**src/logic/phs_pkg.sv**
```systemverilog
// Function
// - Ready contact closed while idle and accepting
// - Start opens ready, runs default recipe
// - Outputs updated before completion is signalled (outside local/remote: held values load on the edge that closes ready)
// - Ready closes at completion (local/remote: after results sent), then idle
// - Select contacts decode as binary recipe
// - Recipe taken from configurable assignment table
// - Under controller, start only from start input
// - Analog values load only at completion
// - Four outputs, each multiplexed to two channels
// - Forced test sequence steps analog outputs
// - Serial link 2400 baud, 8N1
// - Local/remote modes send results unprompted
// - Polled mode transmits only on request
// - Commands start, identity, results, status
// - Every transmission ends with code 26
package phs_pkg;
	localparam int DATA_W = 16;
	localparam int REC_W = 8;
	localparam int RSEL_W = 3;
	localparam int NCH = 8;
	localparam int NPHYS = 4;
	localparam int HEX_DIGITS = 4;
	localparam int CTRL_W = 5;
	localparam logic [7:0] OFS_CTRL = 8'h00;
	localparam logic [7:0] OFS_STATUS = 8'h04;
	localparam logic [7:0] OFS_DONE = 8'h08;
	localparam logic [7:0] OFS_TABLE_LO = 8'h0c;
	localparam logic [7:0] OFS_TABLE_HI = 8'h10;
	localparam logic [7:0] OFS_DEFREC = 8'h14;
	localparam logic [7:0] OFS_RES0 = 8'h20;
	localparam int CTRL_MODE_LSB = 0;
	localparam int CTRL_RSEL_BIT = 2;
	localparam int CTRL_PLC_BIT = 3;
	localparam int CTRL_FORCE_BIT = 4;
	localparam logic [CTRL_W-1:0] CTRL_RESET = 5'h08;
	localparam int STAT_READY = 0;
	localparam int STAT_BUSY = 1;
	localparam int STAT_TXBUSY = 2;
	localparam int STAT_FORCE = 3;
	localparam int STAT_REC_LSB = 8;
	localparam int STAT_SEL_LSB = 16;
	localparam logic [2*32-1:0] TABLE_RESET = 64'h0706_0504_0302_0100;
	localparam logic [REC_W-1:0] DEFREC_RESET = 8'h00;
	localparam logic [2:0] HSIZE_WORD = 3'h2;
	localparam logic [DATA_W-1:0] ID_CODE = 16'h5a3c; // Arbitrary value
	localparam logic [DATA_W-1:0] FORCE_INC = 16'h1000;
	localparam logic [7:0] ASC_START = 8'h61;
	localparam logic [7:0] ASC_ID = 8'h69;
	localparam logic [7:0] ASC_RES = 8'h72;
	localparam logic [7:0] ASC_STAT = 8'h73;
	localparam logic [7:0] ASC_COMMA = 8'h2c;
	localparam logic [7:0] ASC_ZERO = 8'h30;
	localparam logic [7:0] ASC_NINE = 8'h39;
	localparam logic [7:0] ASC_HEXA = 8'h61;
	localparam logic [7:0] ASC_EOF = 8'h1a;
	localparam int UART_DATA_BITS = 8;
	localparam int UART_FRAME_BITS = 10;
	localparam int CLK_PERIOD_NS = 25;
	localparam int BAUD = 2400;
	localparam int BAUD_DIV = (1000000000 + BAUD * CLK_PERIOD_NS / 2) / (BAUD * CLK_PERIOD_NS);
	localparam int MUX_TIME_US = 100;
	localparam int MUX_CYC = MUX_TIME_US * 1000 / CLK_PERIOD_NS;
	localparam int FORCE_TIME_MS = 500;
	localparam int FORCE_CYC = FORCE_TIME_MS * 1000000 / CLK_PERIOD_NS;
	typedef enum logic [1:0] {PHS_MODE_LOCAL, PHS_MODE_REMOTE, PHS_MODE_COMPUTER, PHS_MODE_SPARE}
		phs_mode_t;
	typedef enum logic [1:0] {PHS_MSG_RES, PHS_MSG_ID, PHS_MSG_STAT} phs_msg_t;
	function automatic logic [7:0] phs_hex(input logic [3:0] n);
		return (n < 4'ha) ? (ASC_ZERO + {4'h0, n}) : (ASC_HEXA + {4'h0, n} - 8'h0a);
	endfunction
endpackage

```
**src/logic/phs_byte_if.sv**
```systemverilog
`timescale 1ns/1ps
`default_nettype none
interface phs_byte_if;
	logic valid;
	logic ready;
	logic [7:0] data;
	modport src (output valid, output data, input ready);
	modport snk (input valid, input data, output ready);
endinterface
`default_nettype wire

```
**src/logic/phs_uart_tx.sv**
```systemverilog
`timescale 1ns/1ps
`default_nettype none
module phs_uart_tx #(
	parameter int DIV = phs_pkg::BAUD_DIV
)(
	input wire logic i_clk_sys,
	input wire logic i_reset,
	phs_byte_if.snk s_in,
	output var logic o_txd
);
	import phs_pkg::*;
	localparam int CW = $clog2(DIV);
	typedef enum logic {TX_IDLE, TX_SHIFT} phs_tx_st_t;
	phs_tx_st_t st_q, st_d;
	logic [UART_DATA_BITS:0] sh_q, sh_d;
	logic [3:0] nbit_q, nbit_d;
	logic [CW-1:0] cnt_q, cnt_d;
	logic txd_q, txd_d;

	assign s_in.ready = (st_q == TX_IDLE);
	assign o_txd = txd_q;

	always_comb
	begin
		st_d = st_q;
		sh_d = sh_q;
		nbit_d = nbit_q;
		cnt_d = cnt_q;
		txd_d = txd_q;
		unique case (st_q)
			TX_IDLE:
				if (s_in.valid)
				begin
					sh_d = {1'b1, s_in.data};
					txd_d = 1'b0;
					nbit_d = 4'h0;
					cnt_d = '0;
					st_d = TX_SHIFT;
				end
			TX_SHIFT:
				if (cnt_q == CW'(DIV - 1))
				begin
					cnt_d = '0;
					if (nbit_q == 4'(UART_FRAME_BITS - 1))
						st_d = TX_IDLE;
					else
					begin
						txd_d = sh_q[0];
						sh_d = {1'b1, sh_q[UART_DATA_BITS:1]};
						nbit_d = nbit_q + 4'h1;
					end
				end
				else
					cnt_d = cnt_q + CW'(1);
		endcase
	end

	always_ff @(posedge i_clk_sys or posedge i_reset)
		if (i_reset)
		begin
			st_q <= TX_IDLE;
			sh_q <= '1;
			nbit_q <= 4'h0;
			cnt_q <= '0;
			txd_q <= 1'b1;
		end
		else
		begin
			st_q <= st_d;
			sh_q <= sh_d;
			nbit_q <= nbit_d;
			cnt_q <= cnt_d;
			txd_q <= txd_d;
		end
endmodule
`default_nettype wire

```
**src/logic/phs_uart_rx.sv**
```systemverilog
`timescale 1ns/1ps
`default_nettype none
module phs_uart_rx #(
	parameter int DIV = phs_pkg::BAUD_DIV
)(
	input wire logic i_clk_sys,
	input wire logic i_reset,
	input wire logic i_rxd,
	phs_byte_if.src s_out
);
	import phs_pkg::*;
	localparam int CW = $clog2(DIV);
	typedef enum logic [1:0] {RX_IDLE, RX_START, RX_DATA, RX_STOP} phs_rx_st_t;
	phs_rx_st_t st_q, st_d;
	logic [1:0] sync_q, sync_d;
	logic [UART_DATA_BITS-1:0] sh_q, sh_d, dat_q, dat_d;
	logic [2:0] nbit_q, nbit_d;
	logic [CW-1:0] cnt_q, cnt_d;
	logic vld_q, vld_d;
	logic rxd_s;

	assign rxd_s = sync_q[1];
	assign s_out.valid = vld_q;
	assign s_out.data = dat_q;

	always_comb
	begin
		sync_d = {sync_q[0], i_rxd};
		st_d = st_q;
		sh_d = sh_q;
		dat_d = dat_q;
		nbit_d = nbit_q;
		cnt_d = cnt_q + CW'(1);
		vld_d = vld_q && !s_out.ready;
		unique case (st_q)
			RX_IDLE:
			begin
				cnt_d = '0;
				if (!rxd_s)
					st_d = RX_START;
			end
			RX_START:
				if (cnt_q == CW'(DIV / 2 - 1))
				begin
					cnt_d = '0;
					nbit_d = 3'h0;
					st_d = rxd_s ? RX_IDLE : RX_DATA;
				end
			RX_DATA:
				if (cnt_q == CW'(DIV - 1))
				begin
					cnt_d = '0;
					sh_d = {rxd_s, sh_q[UART_DATA_BITS-1:1]};
					nbit_d = nbit_q + 3'h1;
					if (nbit_q == 3'(UART_DATA_BITS - 1))
						st_d = RX_STOP;
				end
			RX_STOP:
				if (cnt_q == CW'(DIV - 1))
				begin
					st_d = RX_IDLE;
					if (rxd_s)
					begin
						vld_d = 1'b1;
						dat_d = sh_q;
					end
				end
		endcase
	end

	always_ff @(posedge i_clk_sys or posedge i_reset)
		if (i_reset)
		begin
			sync_q <= 2'h3;
			st_q <= RX_IDLE;
			sh_q <= '0;
			dat_q <= '0;
			nbit_q <= 3'h0;
			cnt_q <= '0;
			vld_q <= 1'b0;
		end
		else
		begin
			sync_q <= sync_d;
			st_q <= st_d;
			sh_q <= sh_d;
			dat_q <= dat_d;
			nbit_q <= nbit_d;
			cnt_q <= cnt_d;
			vld_q <= vld_d;
		end
endmodule
`default_nettype wire

```
**src/logic/phs_top.sv**
```systemverilog
// Our own choices: the register offsets and the AHB-Lite interface to the registers.
`timescale 1ns/1ps
`default_nettype none
module phs_top #(
	parameter int BAUD_DIV = phs_pkg::BAUD_DIV,
	parameter int MUX_CYC = phs_pkg::MUX_CYC,
	parameter int FORCE_CYC = phs_pkg::FORCE_CYC
)(
	input wire logic i_clk_sys,
	input wire logic i_reset,
	input wire logic i_hsel,
	input wire logic [31:0] i_haddr,
	input wire logic [1:0] i_htrans,
	input wire logic i_hwrite,
	input wire logic [2:0] i_hsize,
	input wire logic [31:0] i_hwdata,
	input wire logic i_hready,
	output var logic o_hreadyout,
	output var logic o_hresp,
	output var logic [31:0] o_hrdata,
	input wire logic i_start_contact,
	input wire logic [phs_pkg::RSEL_W-1:0] i_rsel_contact,
	input wire logic i_rxd,
	output var logic o_txd,
	output var logic o_ready_closed,
	output var logic o_busy,
	output var logic [phs_pkg::REC_W-1:0] o_recipe,
	output var logic o_aout_bank,
	output var logic [phs_pkg::NPHYS*phs_pkg::DATA_W-1:0] o_aout_data
);
	import phs_pkg::*;
	localparam int MCW = $clog2(MUX_CYC);
	localparam int FCW = $clog2(FORCE_CYC);
	typedef enum logic [1:0] {ST_IDLE, ST_RUN, ST_LAUNCH, ST_DRAIN} phs_state_t;
	typedef enum logic [1:0] {CP_IDLE, CP_COMMA, CP_TENS, CP_UNITS} phs_cp_t;

	phs_byte_if rx_bus ();
	phs_byte_if tx_bus ();
	logic [RSEL_W:0] sync1_q, sync2_q;
	logic start_prev_q, start_edge;
	logic accept, dp_wr_q, dp_wr_d, dp_rd_q, dp_rd_d, dp_map_q, dp_map_d;
	logic [7:0] dp_addr_q, dp_addr_d;
	logic hready_q, hready_d;
	logic [31:0] hrdata_q, hrdata_d, rd_word, stat_word;
	logic [CTRL_W-1:0] ctrl_q, ctrl_d;
	logic [2*32-1:0] table_q, table_d;
	logic [REC_W-1:0] defrec_q, defrec_d, recipe_q, recipe_d, table_pick, ser_recipe;
	logic [NCH-1:0][DATA_W-1:0] res_q, res_d, held_q, held_d;
	phs_state_t state_q, state_d;
	logic ready_q, ready_d, busy_q, busy_d;
	logic done_wr, launch, auto_mode, plc_en;
	phs_mode_t mode;
	phs_cp_t cp_q, cp_d;
	logic [3:0] tens_q, tens_d;
	logic is_digit, ser_start, host_req;
	phs_msg_t host_msg, msg_q, msg_d;
	logic seq_busy_q, seq_busy_d, tx_last;
	logic [3:0] ch_q, ch_d;
	logic [2:0] pos_q, pos_d;
	logic [1:0] nib;
	logic [7:0] tx_byte;
	logic [MCW-1:0] mux_cnt_q, mux_cnt_d;
	logic [FCW-1:0] frc_cnt_q, frc_cnt_d;
	logic [DATA_W-1:0] frc_val_q, frc_val_d;
	logic bank_q, bank_d, bank_out_q;
	logic [NPHYS*DATA_W-1:0] aout_q, aout_d;

	////////////////////////////////////////////////////////////////////////////////
	// Contact synchronisers and start edge
	always_ff @(posedge i_clk_sys or posedge i_reset)
		if (i_reset)
		begin
			sync1_q <= '0;
			sync2_q <= '0;
			start_prev_q <= 1'b0;
		end
		else
		begin
			sync1_q <= {i_start_contact, i_rsel_contact};
			sync2_q <= sync1_q;
			start_prev_q <= sync2_q[RSEL_W];
		end

	assign start_edge = sync2_q[RSEL_W] && !start_prev_q;
	assign table_pick = table_q[REC_W * int'(sync2_q[RSEL_W-1:0]) +: REC_W];
	assign mode = phs_mode_t'(ctrl_q[CTRL_MODE_LSB +: 2]);
	assign auto_mode = (mode == PHS_MODE_LOCAL) || (mode == PHS_MODE_REMOTE);
	assign plc_en = ctrl_q[CTRL_PLC_BIT];

	////////////////////////////////////////////////////////////////////////////////
	// Bus slave, registers and handshake sequence
	always_comb
	begin
		stat_word = '0;
		stat_word[STAT_READY] = ready_q;
		stat_word[STAT_BUSY] = busy_q;
		stat_word[STAT_TXBUSY] = seq_busy_q;
		stat_word[STAT_FORCE] = ctrl_q[CTRL_FORCE_BIT];
		stat_word[STAT_REC_LSB +: REC_W] = recipe_q;
		stat_word[STAT_SEL_LSB +: RSEL_W] = sync2_q[RSEL_W-1:0];
		rd_word = 32'h0;
		unique case (dp_addr_q)
			OFS_CTRL: rd_word = 32'(ctrl_q);
			OFS_STATUS: rd_word = stat_word;
			OFS_TABLE_LO: rd_word = table_q[31:0];
			OFS_TABLE_HI: rd_word = table_q[63:32];
			OFS_DEFREC: rd_word = 32'(defrec_q);
			default:
				for (int i = 0; i < NCH; i++)
					if (dp_addr_q == OFS_RES0 + 8'(4 * i))
						rd_word = 32'(res_q[i]);
		endcase
	end

	always_comb
	begin
		accept = i_hsel && i_htrans[1] && i_hready;
		dp_wr_d = accept && i_hwrite && (i_hsize == HSIZE_WORD);
		dp_rd_d = accept && !i_hwrite;
		dp_addr_d = accept ? i_haddr[7:0] : dp_addr_q;
		dp_map_d = accept ? (i_haddr[31:8] == 24'h0) : dp_map_q;
		hready_d = !dp_rd_d;
		hrdata_d = hrdata_q;
		if (dp_rd_q)
			hrdata_d = dp_map_q ? rd_word : 32'h0;
		ctrl_d = ctrl_q;
		table_d = table_q;
		defrec_d = defrec_q;
		res_d = res_q;
		done_wr = 1'b0;
		if (dp_wr_q && dp_map_q)
		begin
			unique case (dp_addr_q)
				OFS_CTRL: ctrl_d = i_hwdata[CTRL_W-1:0];
				OFS_DONE: done_wr = i_hwdata[0];
				OFS_TABLE_LO: table_d[31:0] = i_hwdata;
				OFS_TABLE_HI: table_d[63:32] = i_hwdata;
				OFS_DEFREC: defrec_d = i_hwdata[REC_W-1:0];
				default:
					for (int i = 0; i < NCH; i++)
						if (dp_addr_q == OFS_RES0 + 8'(4 * i))
							res_d[i] = i_hwdata[DATA_W-1:0];
			endcase
		end
		state_d = state_q;
		recipe_d = recipe_q;
		held_d = held_q;
		launch = 1'b0;
		unique case (state_q)
			ST_IDLE:
				if (plc_en ? start_edge : ser_start)
				begin
					state_d = ST_RUN;
					if (!plc_en)
						recipe_d = ser_recipe;
					else
						recipe_d = ctrl_q[CTRL_RSEL_BIT] ? table_pick : defrec_q;
				end
			ST_RUN:
				if (done_wr)
				begin
					held_d = res_q;
					state_d = auto_mode ? ST_LAUNCH : ST_IDLE;
				end
			ST_LAUNCH:
				if (!auto_mode)
					state_d = ST_IDLE;
				else if (!seq_busy_q)
				begin
					launch = 1'b1;
					state_d = ST_DRAIN;
				end
			ST_DRAIN:
				if (!seq_busy_q)
					state_d = ST_IDLE;
		endcase
		ready_d = (state_d == ST_IDLE);
		busy_d = (state_d == ST_RUN);
	end

	always_ff @(posedge i_clk_sys or posedge i_reset)
		if (i_reset)
		begin
			dp_wr_q <= 1'b0;
			dp_rd_q <= 1'b0;
			dp_map_q <= 1'b0;
			dp_addr_q <= 8'h00;
			hready_q <= 1'b1;
			hrdata_q <= 32'h0;
			ctrl_q <= CTRL_RESET;
			table_q <= TABLE_RESET;
			defrec_q <= DEFREC_RESET;
			res_q <= '0;
			held_q <= '0;
			state_q <= ST_IDLE;
			recipe_q <= DEFREC_RESET;
			ready_q <= 1'b1;
			busy_q <= 1'b0;
		end
		else
		begin
			dp_wr_q <= dp_wr_d;
			dp_rd_q <= dp_rd_d;
			dp_map_q <= dp_map_d;
			dp_addr_q <= dp_addr_d;
			hready_q <= hready_d;
			hrdata_q <= hrdata_d;
			ctrl_q <= ctrl_d;
			table_q <= table_d;
			defrec_q <= defrec_d;
			res_q <= res_d;
			held_q <= held_d;
			state_q <= state_d;
			recipe_q <= recipe_d;
			ready_q <= ready_d;
			busy_q <= busy_d;
		end

	assign o_hreadyout = hready_q;
	assign o_hresp = 1'b0;
	assign o_hrdata = hrdata_q;
	assign o_ready_closed = ready_q;
	assign o_busy = busy_q;
	assign o_recipe = recipe_q;

	////////////////////////////////////////////////////////////////////////////////
	// Serial command parser and message sequencer
	assign rx_bus.ready = 1'b1;
	assign tx_bus.valid = seq_busy_q;
	assign tx_bus.data = tx_byte;
	assign is_digit = (rx_bus.data >= ASC_ZERO) && (rx_bus.data <= ASC_NINE);
	assign ser_recipe = REC_W'({4'h0, tens_q} * 8'd10 + {4'h0, rx_bus.data[3:0]});

	always_comb
	begin
		nib = 2'(HEX_DIGITS - 1) - pos_q[1:0];
		tx_last = 1'b0;
		tx_byte = ASC_EOF;
		unique case (msg_q)
			PHS_MSG_RES:
				if (ch_q == 4'(NCH))
					tx_last = 1'b1;
				else if (pos_q == 3'(HEX_DIGITS))
					tx_byte = ASC_COMMA;
				else
					tx_byte = phs_hex(held_q[ch_q[2:0]][{nib, 2'b00} +: 4]);
			PHS_MSG_ID:
				if (pos_q == 3'(HEX_DIGITS))
					tx_last = 1'b1;
				else
					tx_byte = phs_hex(ID_CODE[{nib, 2'b00} +: 4]);
			PHS_MSG_STAT:
				if (pos_q == 3'h2)
					tx_last = 1'b1;
				else
					tx_byte = phs_hex(stat_word[{~pos_q[0], 2'b00} +: 4]);
			default:
				tx_last = 1'b1;
		endcase
	end

	always_comb
	begin
		cp_d = cp_q;
		tens_d = tens_q;
		ser_start = 1'b0;
		host_req = 1'b0;
		host_msg = PHS_MSG_RES;
		if (rx_bus.valid)
		begin
			unique case (cp_q)
				CP_IDLE:
				begin
					cp_d = (rx_bus.data == ASC_START) ? CP_COMMA : CP_IDLE;
					host_req = 1'b1;
					if (rx_bus.data == ASC_ID)
						host_msg = PHS_MSG_ID;
					else if (rx_bus.data == ASC_STAT)
						host_msg = PHS_MSG_STAT;
					else if (rx_bus.data != ASC_RES)
						host_req = 1'b0;
				end
				CP_COMMA: cp_d = (rx_bus.data == ASC_COMMA) ? CP_TENS : CP_IDLE;
				CP_TENS:
				begin
					tens_d = rx_bus.data[3:0];
					cp_d = is_digit ? CP_UNITS : CP_IDLE;
				end
				CP_UNITS:
				begin
					cp_d = CP_IDLE;
					ser_start = is_digit;
				end
			endcase
		end
		seq_busy_d = seq_busy_q;
		msg_d = msg_q;
		ch_d = ch_q;
		pos_d = pos_q;
		if (!seq_busy_q)
		begin
			if (launch || host_req)
			begin
				seq_busy_d = 1'b1;
				msg_d = launch ? PHS_MSG_RES : host_msg;
				ch_d = 4'h0;
				pos_d = 3'h0;
			end
		end
		else if (tx_bus.ready)
		begin
			if (tx_last)
				seq_busy_d = 1'b0;
			else if (msg_q == PHS_MSG_RES && pos_q == 3'(HEX_DIGITS))
			begin
				pos_d = 3'h0;
				ch_d = ch_q + 4'h1;
			end
			else
				pos_d = pos_q + 3'h1;
		end
	end

	always_ff @(posedge i_clk_sys or posedge i_reset)
		if (i_reset)
		begin
			cp_q <= CP_IDLE;
			tens_q <= 4'h0;
			seq_busy_q <= 1'b0;
			msg_q <= PHS_MSG_RES;
			ch_q <= 4'h0;
			pos_q <= 3'h0;
		end
		else
		begin
			cp_q <= cp_d;
			tens_q <= tens_d;
			seq_busy_q <= seq_busy_d;
			msg_q <= msg_d;
			ch_q <= ch_d;
			pos_q <= pos_d;
		end

	phs_uart_rx #(.DIV(BAUD_DIV)) u_rx (
		.i_clk_sys(i_clk_sys),
		.i_reset(i_reset),
		.i_rxd(i_rxd),
		.s_out(rx_bus)
	);

	phs_uart_tx #(.DIV(BAUD_DIV)) u_tx (
		.i_clk_sys(i_clk_sys),
		.i_reset(i_reset),
		.s_in(tx_bus),
		.o_txd(o_txd)
	);

	////////////////////////////////////////////////////////////////////////////////
	// Analog output multiplexing and forced test sequence
	always_comb
	begin
		mux_cnt_d = mux_cnt_q + MCW'(1);
		bank_d = bank_q;
		if (mux_cnt_q == MCW'(MUX_CYC - 1))
		begin
			mux_cnt_d = '0;
			bank_d = !bank_q;
		end
		frc_cnt_d = '0;
		frc_val_d = '0;
		if (ctrl_q[CTRL_FORCE_BIT])
		begin
			frc_cnt_d = frc_cnt_q + FCW'(1);
			frc_val_d = frc_val_q;
			if (frc_cnt_q == FCW'(FORCE_CYC - 1))
			begin
				frc_cnt_d = '0;
				frc_val_d = frc_val_q + FORCE_INC;
			end
		end
		for (int p = 0; p < NPHYS; p++)
			aout_d[p*DATA_W +: DATA_W] = ctrl_q[CTRL_FORCE_BIT] ? frc_val_q :
				held_q[NPHYS * int'(bank_q) + p];
	end

	always_ff @(posedge i_clk_sys or posedge i_reset)
		if (i_reset)
		begin
			mux_cnt_q <= '0;
			bank_q <= 1'b0;
			bank_out_q <= 1'b0;
			frc_cnt_q <= '0;
			frc_val_q <= '0;
			aout_q <= '0;
		end
		else
		begin
			mux_cnt_q <= mux_cnt_d;
			bank_q <= bank_d;
			bank_out_q <= bank_q;
			frc_cnt_q <= frc_cnt_d;
			frc_val_q <= frc_val_d;
			aout_q <= aout_d;
		end

	assign o_aout_bank = bank_out_q;
	assign o_aout_data = aout_q;
endmodule
`default_nettype wire

```
**config.mk**
```make
export PLATFORM = sky130hd
export DESIGN_NAME = phs_top
export DESIGN_NICKNAME = d
export VERILOG_FILES = /design/src/logic/phs_pkg.sv /design/src/logic/phs_byte_if.sv /design/src/logic/phs_uart_tx.sv /design/src/logic/phs_uart_rx.sv /design/src/logic/phs_top.sv
export SDC_FILE = /design/constraint.sdc
export NUM_CORES = 1
export LEC_CHECK = 0
export ABC_AREA = 1
export BUFFER_PORTS_ARGS = -buffer_cell sky130_fd_sc_hd__buf_4
export CAP_MARGIN = 30
export CORE_ASPECT_RATIO = 0.5
export CORE_MARGIN = 1.5
export CORE_UTILIZATION = 53
export DETAILED_ROUTE_END_ITERATION = 8
export PLACE_DENSITY = 0.71
export SYNTH_ARGS = -nofsm -noshare
export SYNTH_HDL_FRONTEND = slang
export SYNTH_HIERARCHICAL = 1
export SYNTH_SLANG_ARGS = --single-unit
```
**constraint.sdc**
```tcl
create_clock -name i_clk_sys -period 37 [get_ports i_clk_sys]
set_input_delay 3.7 -clock i_clk_sys [delete_from_list [all_inputs] [get_ports i_clk_sys]]
set_output_delay 3.7 -clock i_clk_sys [all_outputs]
set_load 0.05 [all_outputs]
```
# == Word-level counts from Yosys, hierarchy flattened ==
# Cells that the tools add are included.
# totals
regBits,602
input_bits,79
word_cells,326
# op_classes
n_addsub,23
multipliers,1
n_lt_le_gt_ge,10
eq_ne,54
shifts,4
muxes,124
bitwise,4
n_reduce_logical,49
# ops
operator,count
2-to-1 mux 16 bit,16
2-to-1 mux 32 bit,8
binary-select mux 16 bit (select 3 bit),4
one-hot mux 32 bit (5 select lines),1
equality test 8 x 6 -> 1 bit (second input constant),9
2-to-1 mux 8 bit,9
indexed part select 64 x 7 -> 8 bit,1
2-to-1 mux 15 bit,4
2-to-1 mux 25 bit,2
one-hot mux 15 bit (3 select lines),1
2-to-1 mux 2 bit,19
AND reduction 3 bit,12
2-to-1 mux 4 bit,8
indexed part select 32 x 4 -> 4 bit,1
adder 15 x 1 -> 15 bit (second input constant),2
equality test 15 bit (second input constant),2
2-to-1 mux 1 bit,30
one-hot mux 15 bit (2 select lines),1
2-to-1 mux 9 bit,3
adder 25 x 1 -> 25 bit (second input constant),1
equality test 25 bit (second input constant),1
adder 7 x 4 -> 8 bit (first input constant),3
equality test 8 x 7 -> 1 bit (second input constant),3
logical NOT 24 bit,1
50 further kinds,127

# == Logic depth before layout (Yosys ltp) ==
# Gate-level depths: netlist of the first run.
# logic_depth
depth_word,11
mapped_depth,23
depth_no_buf,20

# == By module ==
# Netlist of the first run, hierarchy kept.
# by_module_without_submodules
mod,instances,cells_each,area_each_um2,seq_area_each_um2
phs_top,1,2766,24134.4,13056.3
phs_uart_rx,1,233,1959.4,978.4
phs_uart_tx,1,230,1732.9,737.0

# == Worst setup path after synthesis of the first run ==
# Ideal clock, no wire load.
# synth_timing
path_type,input-to-reg
start,input port i_hwdata[0]
end,register held_q[16] (netlist bit)
arrival_time_ns,4.809
t_required_ns,36.872
setup_slack_ns,32.064
cell_stages,6
n_path_buf,2
path_cell_list,inv_1 -> nor3_1 -> nand4_1 -> clkbuf_1 -> buf_2 -> mux2_1
# synth_via
elab_chain_cells,3
# synth_lines
item,line_no,source
start: declaration,phs_top.sv:16,"input wire logic [31:0] i_hwdata,"
2-to-1 mux 1 bit,phs_top.sv:133,unique case (dp_addr_q)
2-to-1 mux 1 bit,phs_top.sv:131,if (dp_wr_q && dp_map_q)
AND reduction 2 bit (no line),n/a,
end signal: assignment,phs_top.sv:212,held_q <= held_d;
end: declaration,phs_top.sv:48,"logic [NCH-1:0][DATA_W-1:0] res_q, res_d, held_q, held_d;"
# Every way passes these cells.
# A chain may end at the register's enable or synchronous reset.

# == Worst setup path after layout of the first run ==
# layout_timing
start,input port i_hwdata[0]
end,register held_q[61] (netlist bit)
# The elaborated chain is that of the path after synthesis.

==> impl_metrics.csv, run 1 <==
group,metric,value,unit
run_status,result_of_the_run,"finished, final reports clean",
drt,dr_total_vias,23430,
worst_hold_path,hold_depth,0,
synth,synth_mux_area_frac,0.05139,
cts,clock_tree_from_tritoncts,"done",
timing,report.final.slew_viol_count,0,
synth,synth_edf_count,0,
pwr,total_leakage_power,15.91,nW
worst_hold_path,timing.hold.worst_endpoint,"u_rx/sync_q[1]",
timing,layout_min_cycle_time,6.195,ns
floorplan,die_w,327.0,um
worst_hold_path,timing.hold.worst.class,"flop to flop",
drt,drt_first_iter_violations,2236,
cts,htree_num_levels,2,
global_route,grt_max_degree,189,
worst_setup_path,worst_ep_arrival_time,6.68,ns
cts,post-cts-setup-buffers,0,
synth,synth_area_per_cell,8.618,sq um
worst_hold_path,hold_path_startpoint,"u_rx/sync_q[0]",
pwr,pwr-share-clk,0.429,
pwr,pwr-share-comb,0.066,
timing,post-route-period-util,0.1674,
timing,hold_violations,0,
timing,max-slew-margin-rel,0.2875,
run,max_cap_viol_count,0,
synth,synth.cells.most_frequent,"sky130_fd_sc_hd__nand2_1 (855), sky130_fd_sc_hd__dfrtp_1 (563), sky130_fd_sc_hd__o21ai_0 (400), sky130_fd_sc_hd__nor2_1 (301), sky130_fd_sc_hd__inv_1 (203)",
placed_design,dp_hpwl,53570,um
floorplan,placementRows,59,
global_route,global_route_wire_length_before_repair,123900,um
synth,netlist.area_leader.share,0.5063,
timing,grt_setup_unrepaired,"no",
synth,synth_instances,3229,
cts,cts_buffer_count,52,
global_route,antenna_found_initial,0,
synth,main_combinational_cell_family_by_area_after_synthesis,"simple AND/OR/NAND/NOR gates",
worst_setup_path,required_time_at_the_endpoint_of_the_critical_path,37.48,ns
worst_setup_path,reg_to_reg_critical_path_startpoint,"dp_addr_q[0]",
synth,ys_seq_area_frac,0.5308,
global_route,groute.usage.overall,0.2975,
worst_setup_path,rrSetupSlack,33.13,ns
drt,final_antenna_net_count,0,
synth,synth_top_cells_by_area,"sky130_fd_sc_hd__dfrtp_1 (51%), sky130_fd_sc_hd__nand2_1 (12%), sky130_fd_sc_hd__o21ai_0 (7.2%)",
synth,synth.yosys.warnings,6,
placed_design,dpl_worst_slack,30.28,ns
floorplan,core,51900,sq um
cts,holdBufCountCts,0,
drt,routed_wirelength,80160,um
layout,num-nets-final,3458,
worst_setup_path,worstRegToRegCells,11,
worst_setup_path,criticalPathCategory,"input port to flop",
cts,path_clk_slew,0.07,ns
synth,most_area_hungry_cell_type_in_the_yosys_netlist,"sky130_fd_sc_hd__dfrtp_1",
placed_design,port_buffers,186,
pwr,seqPwrFrac,0.505,
synth,synth_simple_gate_area_share,0.2187,
worst_setup_path,worstSetupStartpointType,"input port",
floorplan,fp.dieH,165.0,um
drt,viasPerCell,5.725,
worst_setup_path,setup.worst_path.end_class,"flop",
cts,clk-insertion-delay-late,0.61,ns
timing,max_clock_freq,161.4,MHz
synth,synth_most_common_cell,"sky130_fd_sc_hd__nand2_1",
pwr,power_switching_share,0.2469,
synth,yosys.cell_types.count,57,
cts,clock-root-buffer,"sky130_fd_sc_hd__clkbuf_16",
floorplan,num_io_pins,189,
cts,clock_sinks,589,
pwr,power_switching,0.3203,mW
drt,drt-pass1-iter-count,6,
global_route,grt.overflow.total,0,
timing,worst_clock_skew,0.02479,ns
pwr,worst_ir_drop_vdd,0.03861,mV
synth,synth_top_flop_cell,"sky130_fd_sc_hd__dfrtp_1",
timing,timing_worst_slew_pin_value,1.069,ns
floorplan,fp.dieArea,53970,sq um
pwr,power_per_cell_area,41.13,nW/um^2
synth,asyncSetResetFlopFracSynth,1.000,
timing,setup-violations-final,0,
floorplan,initial_utilization,0.5362,
synth,synthAdderAreaFrac,0.01448,
layout,areaGrowthSynthToFinish,13.36,%
pwr,intPower,0.9771,mW
worst_setup_path,crit_fanout,70,
drt,drc,0,
cts,cts_repair_resize_count,0,
timing,final_critical_path_setup_slack,30.81,ns
synth,mappedNetlistArea,27830,sq um
drt,post_drt_wl_per_cell,19.59,um
global_route,first_global_vias,22040,
synth,synth-xor-area-share,0.008813,
worst_setup_path,crit-reg2reg-capture,"o_hrdata[16]",
synth,synth_compound_gate_area_share,0.1199,
placed_design,routabilityCongestion,0.9094,
layout,layout-drive-gt1-share,0.1539,
cts,clockBufferDepth,3,
timing,totalNegativeSetupSlack,0,ns
synth,synth.ff_latch_count,589,
metrics by stage:
step           cell area [sq um]  hold slack (ns)  cells  utilization  power, mW
3_3_place_gp               29640           0.3330   3987       0.5712     0.7501
6_report                   31540           0.3487   4093       0.6078      1.297
2_1_floorplan              27830           0.3312   3230            -     0.7150
5_1_grt                    31540           0.3569   4092       0.6078      1.338
3_5_place_dp               29790           0.3370   3994       0.5741     0.7520
4_1_cts                    31510           0.3523   4091       0.6073      1.303
how the worst max path moves through the flow:
| stage | cells past startpoint | slack [ns] | from | endpoint |
|---|---|---|---|---|
| 3_5_place_dp | 7 | 30.28 | i_hwdata[0] | held_q[72] |
| 6_report | 7 | 30.81 | i_hwdata[0] | held_q[61] |
| 4_1_cts | 7 | 30.89 | i_hwdata[0] | held_q[72] |
| 5_1_grt | 7 | 30.73 | i_hwdata[0] | held_q[61] |
| 2_1_floorplan | 1 | 18.77 | i_reset | bank_q |
| 3_3_place_gp | 7 | 30.31 | i_hwdata[0] | held_q[24] |
layer usage:
| metal | track usage | part of all wire | vias to the layer above |
|---|---|---|---|
| met3 | 0.04492 | 0.072 | 171 |
| li1 | - | - | 10940 |
| met5 | 0 | 0 | - |
| met1 | 0.4203 | 0.44 | 11410 |
| met4 | 0.1151 | 0.040 | 0 |
| met2 | 0.4660 | 0.45 | 913 |
cell usage in the layout, fill, tap and decap left out, drive strengths merged, types with 4 or more instances in the layout:
master / synthesis / final
nand2: 863 / 863
dfrtp: 563 / 563
o21ai: 431 / 431
nor2: 318 / 318
buf: 75 / 226
inv: 209 / 211
nand3: 188 / 188
mux2: 127 / 127
a21oi: 91 / 91
clkbuf: 87 / 74
nand4: 57 / 57
ha: 29 / 29
dfstp: 26 / 26
nor3: 23 / 23
xor2: 22 / 22
clkinv: 5 / 18
a31oi: 14 / 14
o211ai: 14 / 14
a32oi: 13 / 13
o22ai: 12 / 12
nor4: 11 / 11
xnor2: 6 / 6
o221ai: 6 / 6
clkinvlp: 0 / 5
a22oi: 4 / 4
o21a: 4 / 4
critical path, stage by stage:
cell and delay, ns:
sky130_fd_sc_hd__buf_4 0.10, sky130_fd_sc_hd__inv_1 0.44, sky130_fd_sc_hd__nor3_1 0.20, sky130_fd_sc_hd__nand4_1 0.14, sky130_fd_sc_hd__buf_4 0.78, sky130_fd_sc_hd__buf_4 0.81
sky130_fd_sc_hd__mux2_2 0.42
final cells by class:
class                      instances  area, sq um
multi-input combinational       2265        11530
fill                            4481        20350
sequential                       589        14770
tap                              701        877.1
antenna                            1        2.502
inverter                         214        810.8
clock buffer                      74         1505
timing repair buffer             226         1829
clock inverter                    23        214.0
sequential cells by signal, indices dropped and copies added, names as in the netlist, 15 cells and up:
register / cells
u_tx/cnt_q: 15
o_aout_data: 64
res_q: 128
table_q: 64
u_rx/cnt_q: 15
held_q: 128
frc_cnt_q: 25
o_hrdata: 32
power groups by stage:
stage	Clock, mW	Combinational [mW]	Sequential (mW)
after floorplan	0	0.0379	0.677
after global placement	0	0.0818	0.668
after detailed placement	0	0.0841	0.668
after CTS	0.563	0.0844	0.656
after global routing	0.590	0.0920	0.656
final	0.556	0.0852	0.656
kinds of logic (layout without fill, tap and decap cells):
| family | Yosys count | in the layout |
|---|---|---|
| other cells | 2 | 4 |
| fa+ha+maj | 31 | 31 |
| mux | 127 | 127 |
| compound gates | 609 | 609 |
| simple gates | 1467 | 1467 |
| buf+inv | 376 | 537 |
| flops | 589 | 589 |
| xor+xnor | 28 | 28 |
(Power assumes the default switching activity.)
==> inputs of run 2 (changes only) <==
--- a/config.mk
+++ b/config.mk
@@ -5,7 +5,7 @@
 export SDC_FILE = /design/constraint.sdc
 export NUM_CORES = 1
 export LEC_CHECK = 0
-export ABC_AREA = 1
+export ABC_AREA = 0
 export BUFFER_PORTS_ARGS = -buffer_cell sky130_fd_sc_hd__buf_4
 export CAP_MARGIN = 30
 export CORE_ASPECT_RATIO = 0.5
==> constraint.sdc (replaced) <==
create_clock -name i_clk_sys -period 6 [get_ports i_clk_sys]
set_input_delay 0.6 -clock i_clk_sys [delete_from_list [all_inputs] [get_ports i_clk_sys]]
set_output_delay 0.6 -clock i_clk_sys [all_outputs]
set_load 0.05 [all_outputs]
==> impl_metrics.csv, run 2 <==
group,metric,value,unit
layout,areaGrowthSynthToFinish,14.18,%
global_route,groute.usage.overall,0.2757,
synth,ys_seq_area_frac,0.5279,
layout,finish.utilization,0.6138,
layout,num-nets-final,2522,
layout,n_fill_cell,4105,
timing,layout_min_cycle_time,3.717,ns
placed_design,placed_cell_area,30170,sq um
cts,htree_num_levels,2,
worst_setup_path,worst_ep_arrival_time,4.19,ns
floorplan,die_w,327.9,um
cts,post-cts-setup-buffers,0,
layout,layout-drive-gt1-share,0.3380,
timing,max_clock_freq,269.1,MHz
synth,synth_top_cells_by_area,"sky130_fd_sc_hd__dfrtp_1 (50%), sky130_fd_sc_hd__mux2_2 (15%), sky130_fd_sc_hd__mux4_2 (4.5%)",
global_route,global_route_wire_length_before_repair,114000,um
drt,viasPerCell,6.115,
synth,synth_edf_count,0,
global_route,grt.overflow.total,0,
placed_design,dp_hpwl,50630,um
drt,drc,0,
floorplan,fp.dieArea,54260,sq um
cts,path_clk_slew,0.07,ns
timing,grt_setup_unrepaired,"no",
timing,hold_violations,0,
floorplan,num_io_pins,189,
pwr,power_per_cell_area,251.3,nW/um^2
timing,post-route-period-util,0.6195,
pwr,totalPowerFinal,8.029,mW
floorplan,fp.dieH,165.5,um
worst_setup_path,crit-reg2reg-capture,"res_q[9]",
placed_design,post-place-cells,3055,
timing,report.final.slew_viol_count,0,
cts,clockBufferDepth,3,
synth,yosys.cell_types.count,95,
layout,layout_commonest_cell,"sky130_fd_sc_hd__dfrtp_1",
worst_setup_path,crit_fanout,18,
worst_hold_path,timing.hold.worst.class,"input port to async pin",
pwr,worst_ir_drop_vdd,0.1929,mV
cts,clock_tree_from_tritoncts,"done",
layout,design_area,31950,sq um
synth,synth_most_common_cell,"sky130_fd_sc_hd__dfrtp_1",
timing,max-slew-margin-rel,0.2857,
drt,routed_wirelength,74430,um
layout,largest_regs,"held_q: 128 flops, res_q: 128 flops",
drt,drt-pass1-iter-count,5,
worst_setup_path,setup.worst_path.end_class,"flop",
synth,netlist.area_leader.share,0.5035,
placed_design,port_buffers,186,
global_route,antenna_found_initial,6,
layout,register_area,14780,sq um
drt,drt_first_iter_violations,1868,
cts,clock-root-buffer,"sky130_fd_sc_hd__clkbuf_16",
worst_setup_path,criticalPathCategory,"flop to flop",
drt,final_antenna_net_count,0,
floorplan,core,52040,sq um
synth,synth.cells.most_frequent,"sky130_fd_sc_hd__dfrtp_1 (563), sky130_fd_sc_hd__mux2_2 (375), sky130_fd_sc_hd__nor2_1 (160), sky130_fd_sc_hd__nand2_1 (123), sky130_fd_sc_hd__clkbuf_1 (92)",
synth,asyncSetResetFlopFracSynth,1.000,
placed_design,routabilityCongestion,0.8926,
synth,synth_area_per_cell,12.38,sq um
worst_setup_path,reg_to_reg_critical_path_startpoint,"dp_addr_q[4]",
worst_setup_path,worstRegToRegCells,5,
timing,totalNegativeSetupSlack,0,ns
timing,setup-violations-final,0,
pwr,total_leakage_power,14.60,nW
synth,synth_instances,2260,
run_status,result_of_the_run,"finished, final reports clean",
layout,most-common-layout-cells,"sky130_fd_sc_hd__dfrtp_1 (559), sky130_fd_sc_hd__mux2_2 (375), sky130_fd_sc_hd__buf_4 (227)",
placed_design,dpl_worst_slack,2.447,ns
global_route,first_global_vias,19200,
worst_setup_path,rrSetupSlack,2.28,ns
synth,synth_top_flop_cell,"sky130_fd_sc_hd__dfrtp_1",
cts,clk-insertion-delay-late,0.61,ns
cts,holdBufCountCts,0,
run,max_cap_viol_count,0,
worst_setup_path,worstSetupStartpointType,"flop",
synth,synth.yosys.warnings,6,
cts,clock_sinks,589,
synth,mappedNetlistArea,27980,sq um
timing,final_critical_path_setup_slack,2.283,ns
floorplan,initial_utilization,0.5376,
cts,cts_buffer_count,53,
synth,synth.ff_latch_count,589,
global_route,grt_max_degree,172,
drt,post_drt_wl_per_cell,23.57,um
worst_setup_path,required_time_at_the_endpoint_of_the_critical_path,6.47,ns
floorplan,placementRows,59,
synth,most_area_hungry_cell_type_in_the_yosys_netlist,"sky130_fd_sc_hd__dfrtp_1",
layout,multi_input_gate_area_in_the_final_layout,12490,sq um
timing,hold_slack,0.07679,ns
timing,worst_clock_skew,0.02898,ns
layout,instances_no_fill,3157,
timing,timing_worst_slew_pin_value,1.069,ns
drt,dr_total_vias,19300,
cts,cts_repair_resize_count,0,
-- run 2: cell types whose count changed in the layout (fill, tap and decap cells not counted), sizes merged, moves of 34 or more --
| cell | before | now |
|---|---|---|
| inv | 211 | 47 |
| o21ai | 431 | 79 |
| mux2i | 0 | 89 |
| nor2b | 0 | 34 |
| mux2 | 127 | 384 |
| nand2 | 863 | 124 |
| nor2 | 318 | 163 |
| nand3 | 188 | 48 |
| mux4 | 0 | 56 |
-- run 2: area by class of cell --
cell class	count	share of cell area
multi-input combinational	1484	0.3908
clock buffer	81	0.04927
inverter	48	0.005757
antenna	3	0.0002350
sequential	589	0.4626
timing repair buffer	236	0.05859
tap	701	0.02745
clock inverter	15	0.005248
-- run 2: cells by family (layout without fill, tap and decap cells) --
logic type / count (synthesis) / in the layout / share of synthesized area
AO/OA/AOI/OAI: 343 / 343 / 0.08407
XOR/XNOR: 50 / 50 / 0.01565
adder cells (fa/ha/maj): 31 / 31 / 0.01440
buffers and inverters: 188 / 380 / 0.02853
flip-flops: 589 / 589 / 0.5279
multiplexers: 529 / 529 / 0.2331
other: 2 / 6 / 0.0002684
AND/OR/NAND/NOR: 528 / 528 / 0.09601
-- run 2: power by group --
part	total (mW)	switching (mW)	internal (mW)	leakage [nW]
Combinational	0.478	0.324	0.153	5.86
Clock	3.47	1.54	1.94	0.844
Sequential	4.08	0.0622	4.02	7.90
-- run 2: routing by layer --
| metal | vias up | GRT usage | routed length, um |
|---|---|---|---|
| li1 | 8574 | - | - |
| met3 | 117 | 0.07155 | 6203 |
| met5 | - | 0 | 20 |
| met4 | 2 | 0.08144 | 1999 |
| met2 | 641 | 0.4293 | 34050 |
| met1 | 9970 | 0.3823 | 32150 |
-- run 2: worst max path at each step --
stage	slack (ns)	from	cells past startpoint	to
6_report	2.28	dp_addr_q[4]	5	res_q[9]
3_5_place_dp	2.45	ch_q[1]	10	u_tx/sh_q[0]
4_1_cts	2.44	ch_q[1]	10	u_tx/sh_q[0]
5_1_grt	2.27	dp_addr_q[4]	5	res_q[9]
3_3_place_gp	2.19	ch_q[1]	9	u_tx/sh_q[0]
2_1_floorplan	-1.67	i_reset	1	bank_q
-- run 2: critical path, cell delays in order, from the launching register on --
cell	delay (ns)
sky130_fd_sc_hd__dfrtp_1	0.85
sky130_fd_sc_hd__clkinv_1	0.81
sky130_fd_sc_hd__nand2_1	0.50
sky130_fd_sc_hd__nor2_1	0.19
sky130_fd_sc_hd__nand2_1	0.82
sky130_fd_sc_hd__mux2_2	0.42
==> inputs of run 3 (changes only) <==
==> constraint.sdc (replaced) <==
create_clock -name i_clk_sys -period 3.7 [get_ports i_clk_sys]
set_input_delay 0.37 -clock i_clk_sys [delete_from_list [all_inputs] [get_ports i_clk_sys]]
set_output_delay 0.37 -clock i_clk_sys [all_outputs]
set_load 0.05 [all_outputs]
==> impl_metrics.csv, run 3 (synthesized netlist as in run 2, its figures left out) <==
group,metric,value,unit
placed_design,placed_cell_area,30370,sq um
pwr,power_per_cell_area,415.8,nW/um^2
global_route,groute.usage.overall,0.2754,
worst_setup_path,critical_path.max_stage_delay,0.59,ns
drt,routed_wirelength,74650,um
global_route,gr-usage-met2,0.4218,
worst_setup_path,crit_fanout,36,
timing,timing_worst_slew_pin_value,1.008,ns
worst_hold_path,timing.hold.worst.class,"input port to flop",
layout,num-nets-final,2552,
timing,max_clock_freq,307.6,MHz
cts,htree_num_levels,2,
cts,clockBufferDepth,3,
run,max_cap_viol_count,0,
drt,viasPerCell,6.059,
global_route,first_global_vias,18930,
global_route,antenna_found_initial,3,
placed_design,post-place-cells,3074,
layout,multi_input_gate_area_in_the_final_layout,12460,sq um
pwr,worst_ir_drop_vdd,0.3590,mV
cts,cts_buffer_count,51,
layout,register_area,14780,sq um
floorplan,placementRows,59,
worst_setup_path,slowest_stage,"sky130_fd_sc_hd__mux4_2",
worst_setup_path,setup.worst_path.end_class,"flop",
drt,drt-pass1-iter-count,8,
layout,n_fill_cell,4047,
layout,areaGrowthSynthToFinish,15.89,%
layout,instances_no_fill,3186,
layout,layout_commonest_cell,"sky130_fd_sc_hd__dfrtp_1",
cts,clock_sinks,589,
run_status,result_of_the_run,"finished, final reports clean",
global_route,groute.layer.met3.usage,0.07645,
drt,drt_first_iter_violations,1701,
layout,design_area,32430,sq um
worst_setup_path,worstSetupStartpointType,"flop",
timing,post-route-period-util,0.8786,
drt,drc,0,
worst_setup_path,criticalPathCategory,"flop to flop",
worst_setup_path,critical_path.top_delay_family,"multiplexers",
global_route,grt_max_degree,98,
floorplan,num_io_pins,189,
cts,clk-insertion-delay-late,0.60,ns
cts,clock_tree_from_tritoncts,"done",
floorplan,fp.dieArea,54260,sq um
layout,most-common-layout-cells,"sky130_fd_sc_hd__dfrtp_1 (560), sky130_fd_sc_hd__mux2_2 (375), sky130_fd_sc_hd__buf_4 (239)",
placed_design,port_buffers,186,
cts,path_clk_slew,0.07,ns
floorplan,core,52040,sq um
global_route,grt.busiest_layer,"met2",
worst_setup_path,crit_buf_inv,1,
worst_setup_path,required_time_at_the_endpoint_of_the_critical_path,4.24,ns
placed_design,dp_hpwl,51670,um
timing,grt_setup_unrepaired,"no",
timing,worst_clock_skew,0.01849,ns
floorplan,fp.dieH,165.5,um
layout,largest_regs,"held_q: 128 flops, res_q: 128 flops",
worst_setup_path,reg_to_reg_critical_path_startpoint,"ch_q[1]",
pwr,totalPowerFinal,13.48,mW
worst_setup_path,rrSetupSlack,0.45,ns
worst_setup_path,path_cells,"buf_12 > mux4_2 > mux4_2 > mux2i_4 > ha_1 > o21ai_1 > a2111o_1 > nand2_1 > mux2_2 > mux2_4",
timing,layout_min_cycle_time,3.251,ns
floorplan,initial_utilization,0.5376,
timing,setup-violations-final,0,
cts,clock-root-buffer,"sky130_fd_sc_hd__clkbuf_16",
global_route,use_met1,0.3906,
drt,dr_total_vias,19300,
worst_hold_path,hold_depth,2,
worst_setup_path,worstRegToRegCells,10,
drt,final_antenna_net_count,0,
worst_hold_path,hold_path_startpoint,"i_hwdata[27]",
worst_setup_path,worst_ep_arrival_time,3.79,ns
pwr,total_leakage_power,14.84,nW
global_route,grt.overflow.total,0,
layout,layout-drive-gt1-share,0.3434,
worst_setup_path,timing.critical_path.mode_cell,"sky130_fd_sc_hd__mux4_2",
global_route,global_route_wire_length_before_repair,113600,um
floorplan,die_w,327.9,um
timing,hold_slack,0.02649,ns
worst_setup_path,crit-reg2reg-capture,"u_tx/sh_q[4]",
timing,max-slew-margin-rel,0.3279,
placed_design,routabilityCongestion,0.9028,
timing,totalNegativeSetupSlack,0,ns
worst_hold_path,timing.hold.worst_endpoint,"table_q[27]",
worst_setup_path,startpoint,"ch_q[1]",
drt,post_drt_wl_per_cell,23.43,um
timing,hold_violations,0,
timing,report.final.slew_viol_count,0,
-- run 3: area by class of cell --
class | count | share of cell area
Multi-Input combinational cell | 1484 | 0.3844
Timing Repair Buffer | 268 | 0.06853
Inverter | 48 | 0.005672
Clock buffer | 67 | 0.04592
Tap cell | 701 | 0.02705
Sequential cell | 589 | 0.4557
Antenna cell | 1 | 0.00007717
Clock inverter | 28 | 0.01262
-- run 3: worst max-delay path by stage --
stage / endpoint / cells past startpoint
final: u_tx/sh_q[4] / 10
after global routing: u_tx/sh_q[0] / 9
after CTS: u_tx/sh_q[0] / 9
after detailed placement: u_tx/sh_q[0] / 9
after global placement: u_tx/sh_q[0] / 9
after floorplan: bank_q / 1
-- run 3: timing repair --
action                                 4_1_cts  5_1_grt
endpoints found under the hold margin       60        0
hold buffers                                16        0
resized for setup                            0        0
buffers inserted                             0        0
-- run 3: report_power, final --
group          internal (mW)  switching [mW]
combinational          0.278           0.522
clock                   3.54            2.52
sequential              6.51           0.110
total                   10.3            3.15
-- run 3: routing by layer --
layer | vias up | part of all wire
met5 | - | 0
met4 | 0 | 0.021
met3 | 125 | 0.089
met2 | 640 | 0.46
met1 | 9908 | 0.43
li1 | 8631 | -
-- run 3: metrics by stage --
step	setup slack [ns]	util
2_1_floorplan	-3.736	-
3_3_place_gp	0.5063	0.5829
3_5_place_dp	0.4882	0.5835
4_1_cts	0.4647	0.6230
5_1_grt	0.3353	0.6230
6_report	0.4492	0.6231
-- run 3: worst reg2reg max path, cell delays in order (launching register included) --
cell	delay, ns
sky130_fd_sc_hd__dfrtp_2	0.37
sky130_fd_sc_hd__buf_12	0.28
sky130_fd_sc_hd__mux4_2	0.62
sky130_fd_sc_hd__mux4_2	0.57
sky130_fd_sc_hd__mux2i_4	0.25
sky130_fd_sc_hd__ha_1	0.23
sky130_fd_sc_hd__o21ai_1	0.08
sky130_fd_sc_hd__a2111o_1	0.42
sky130_fd_sc_hd__nand2_1	0.08
sky130_fd_sc_hd__mux2_2	0.15
sky130_fd_sc_hd__mux2_4	0.14
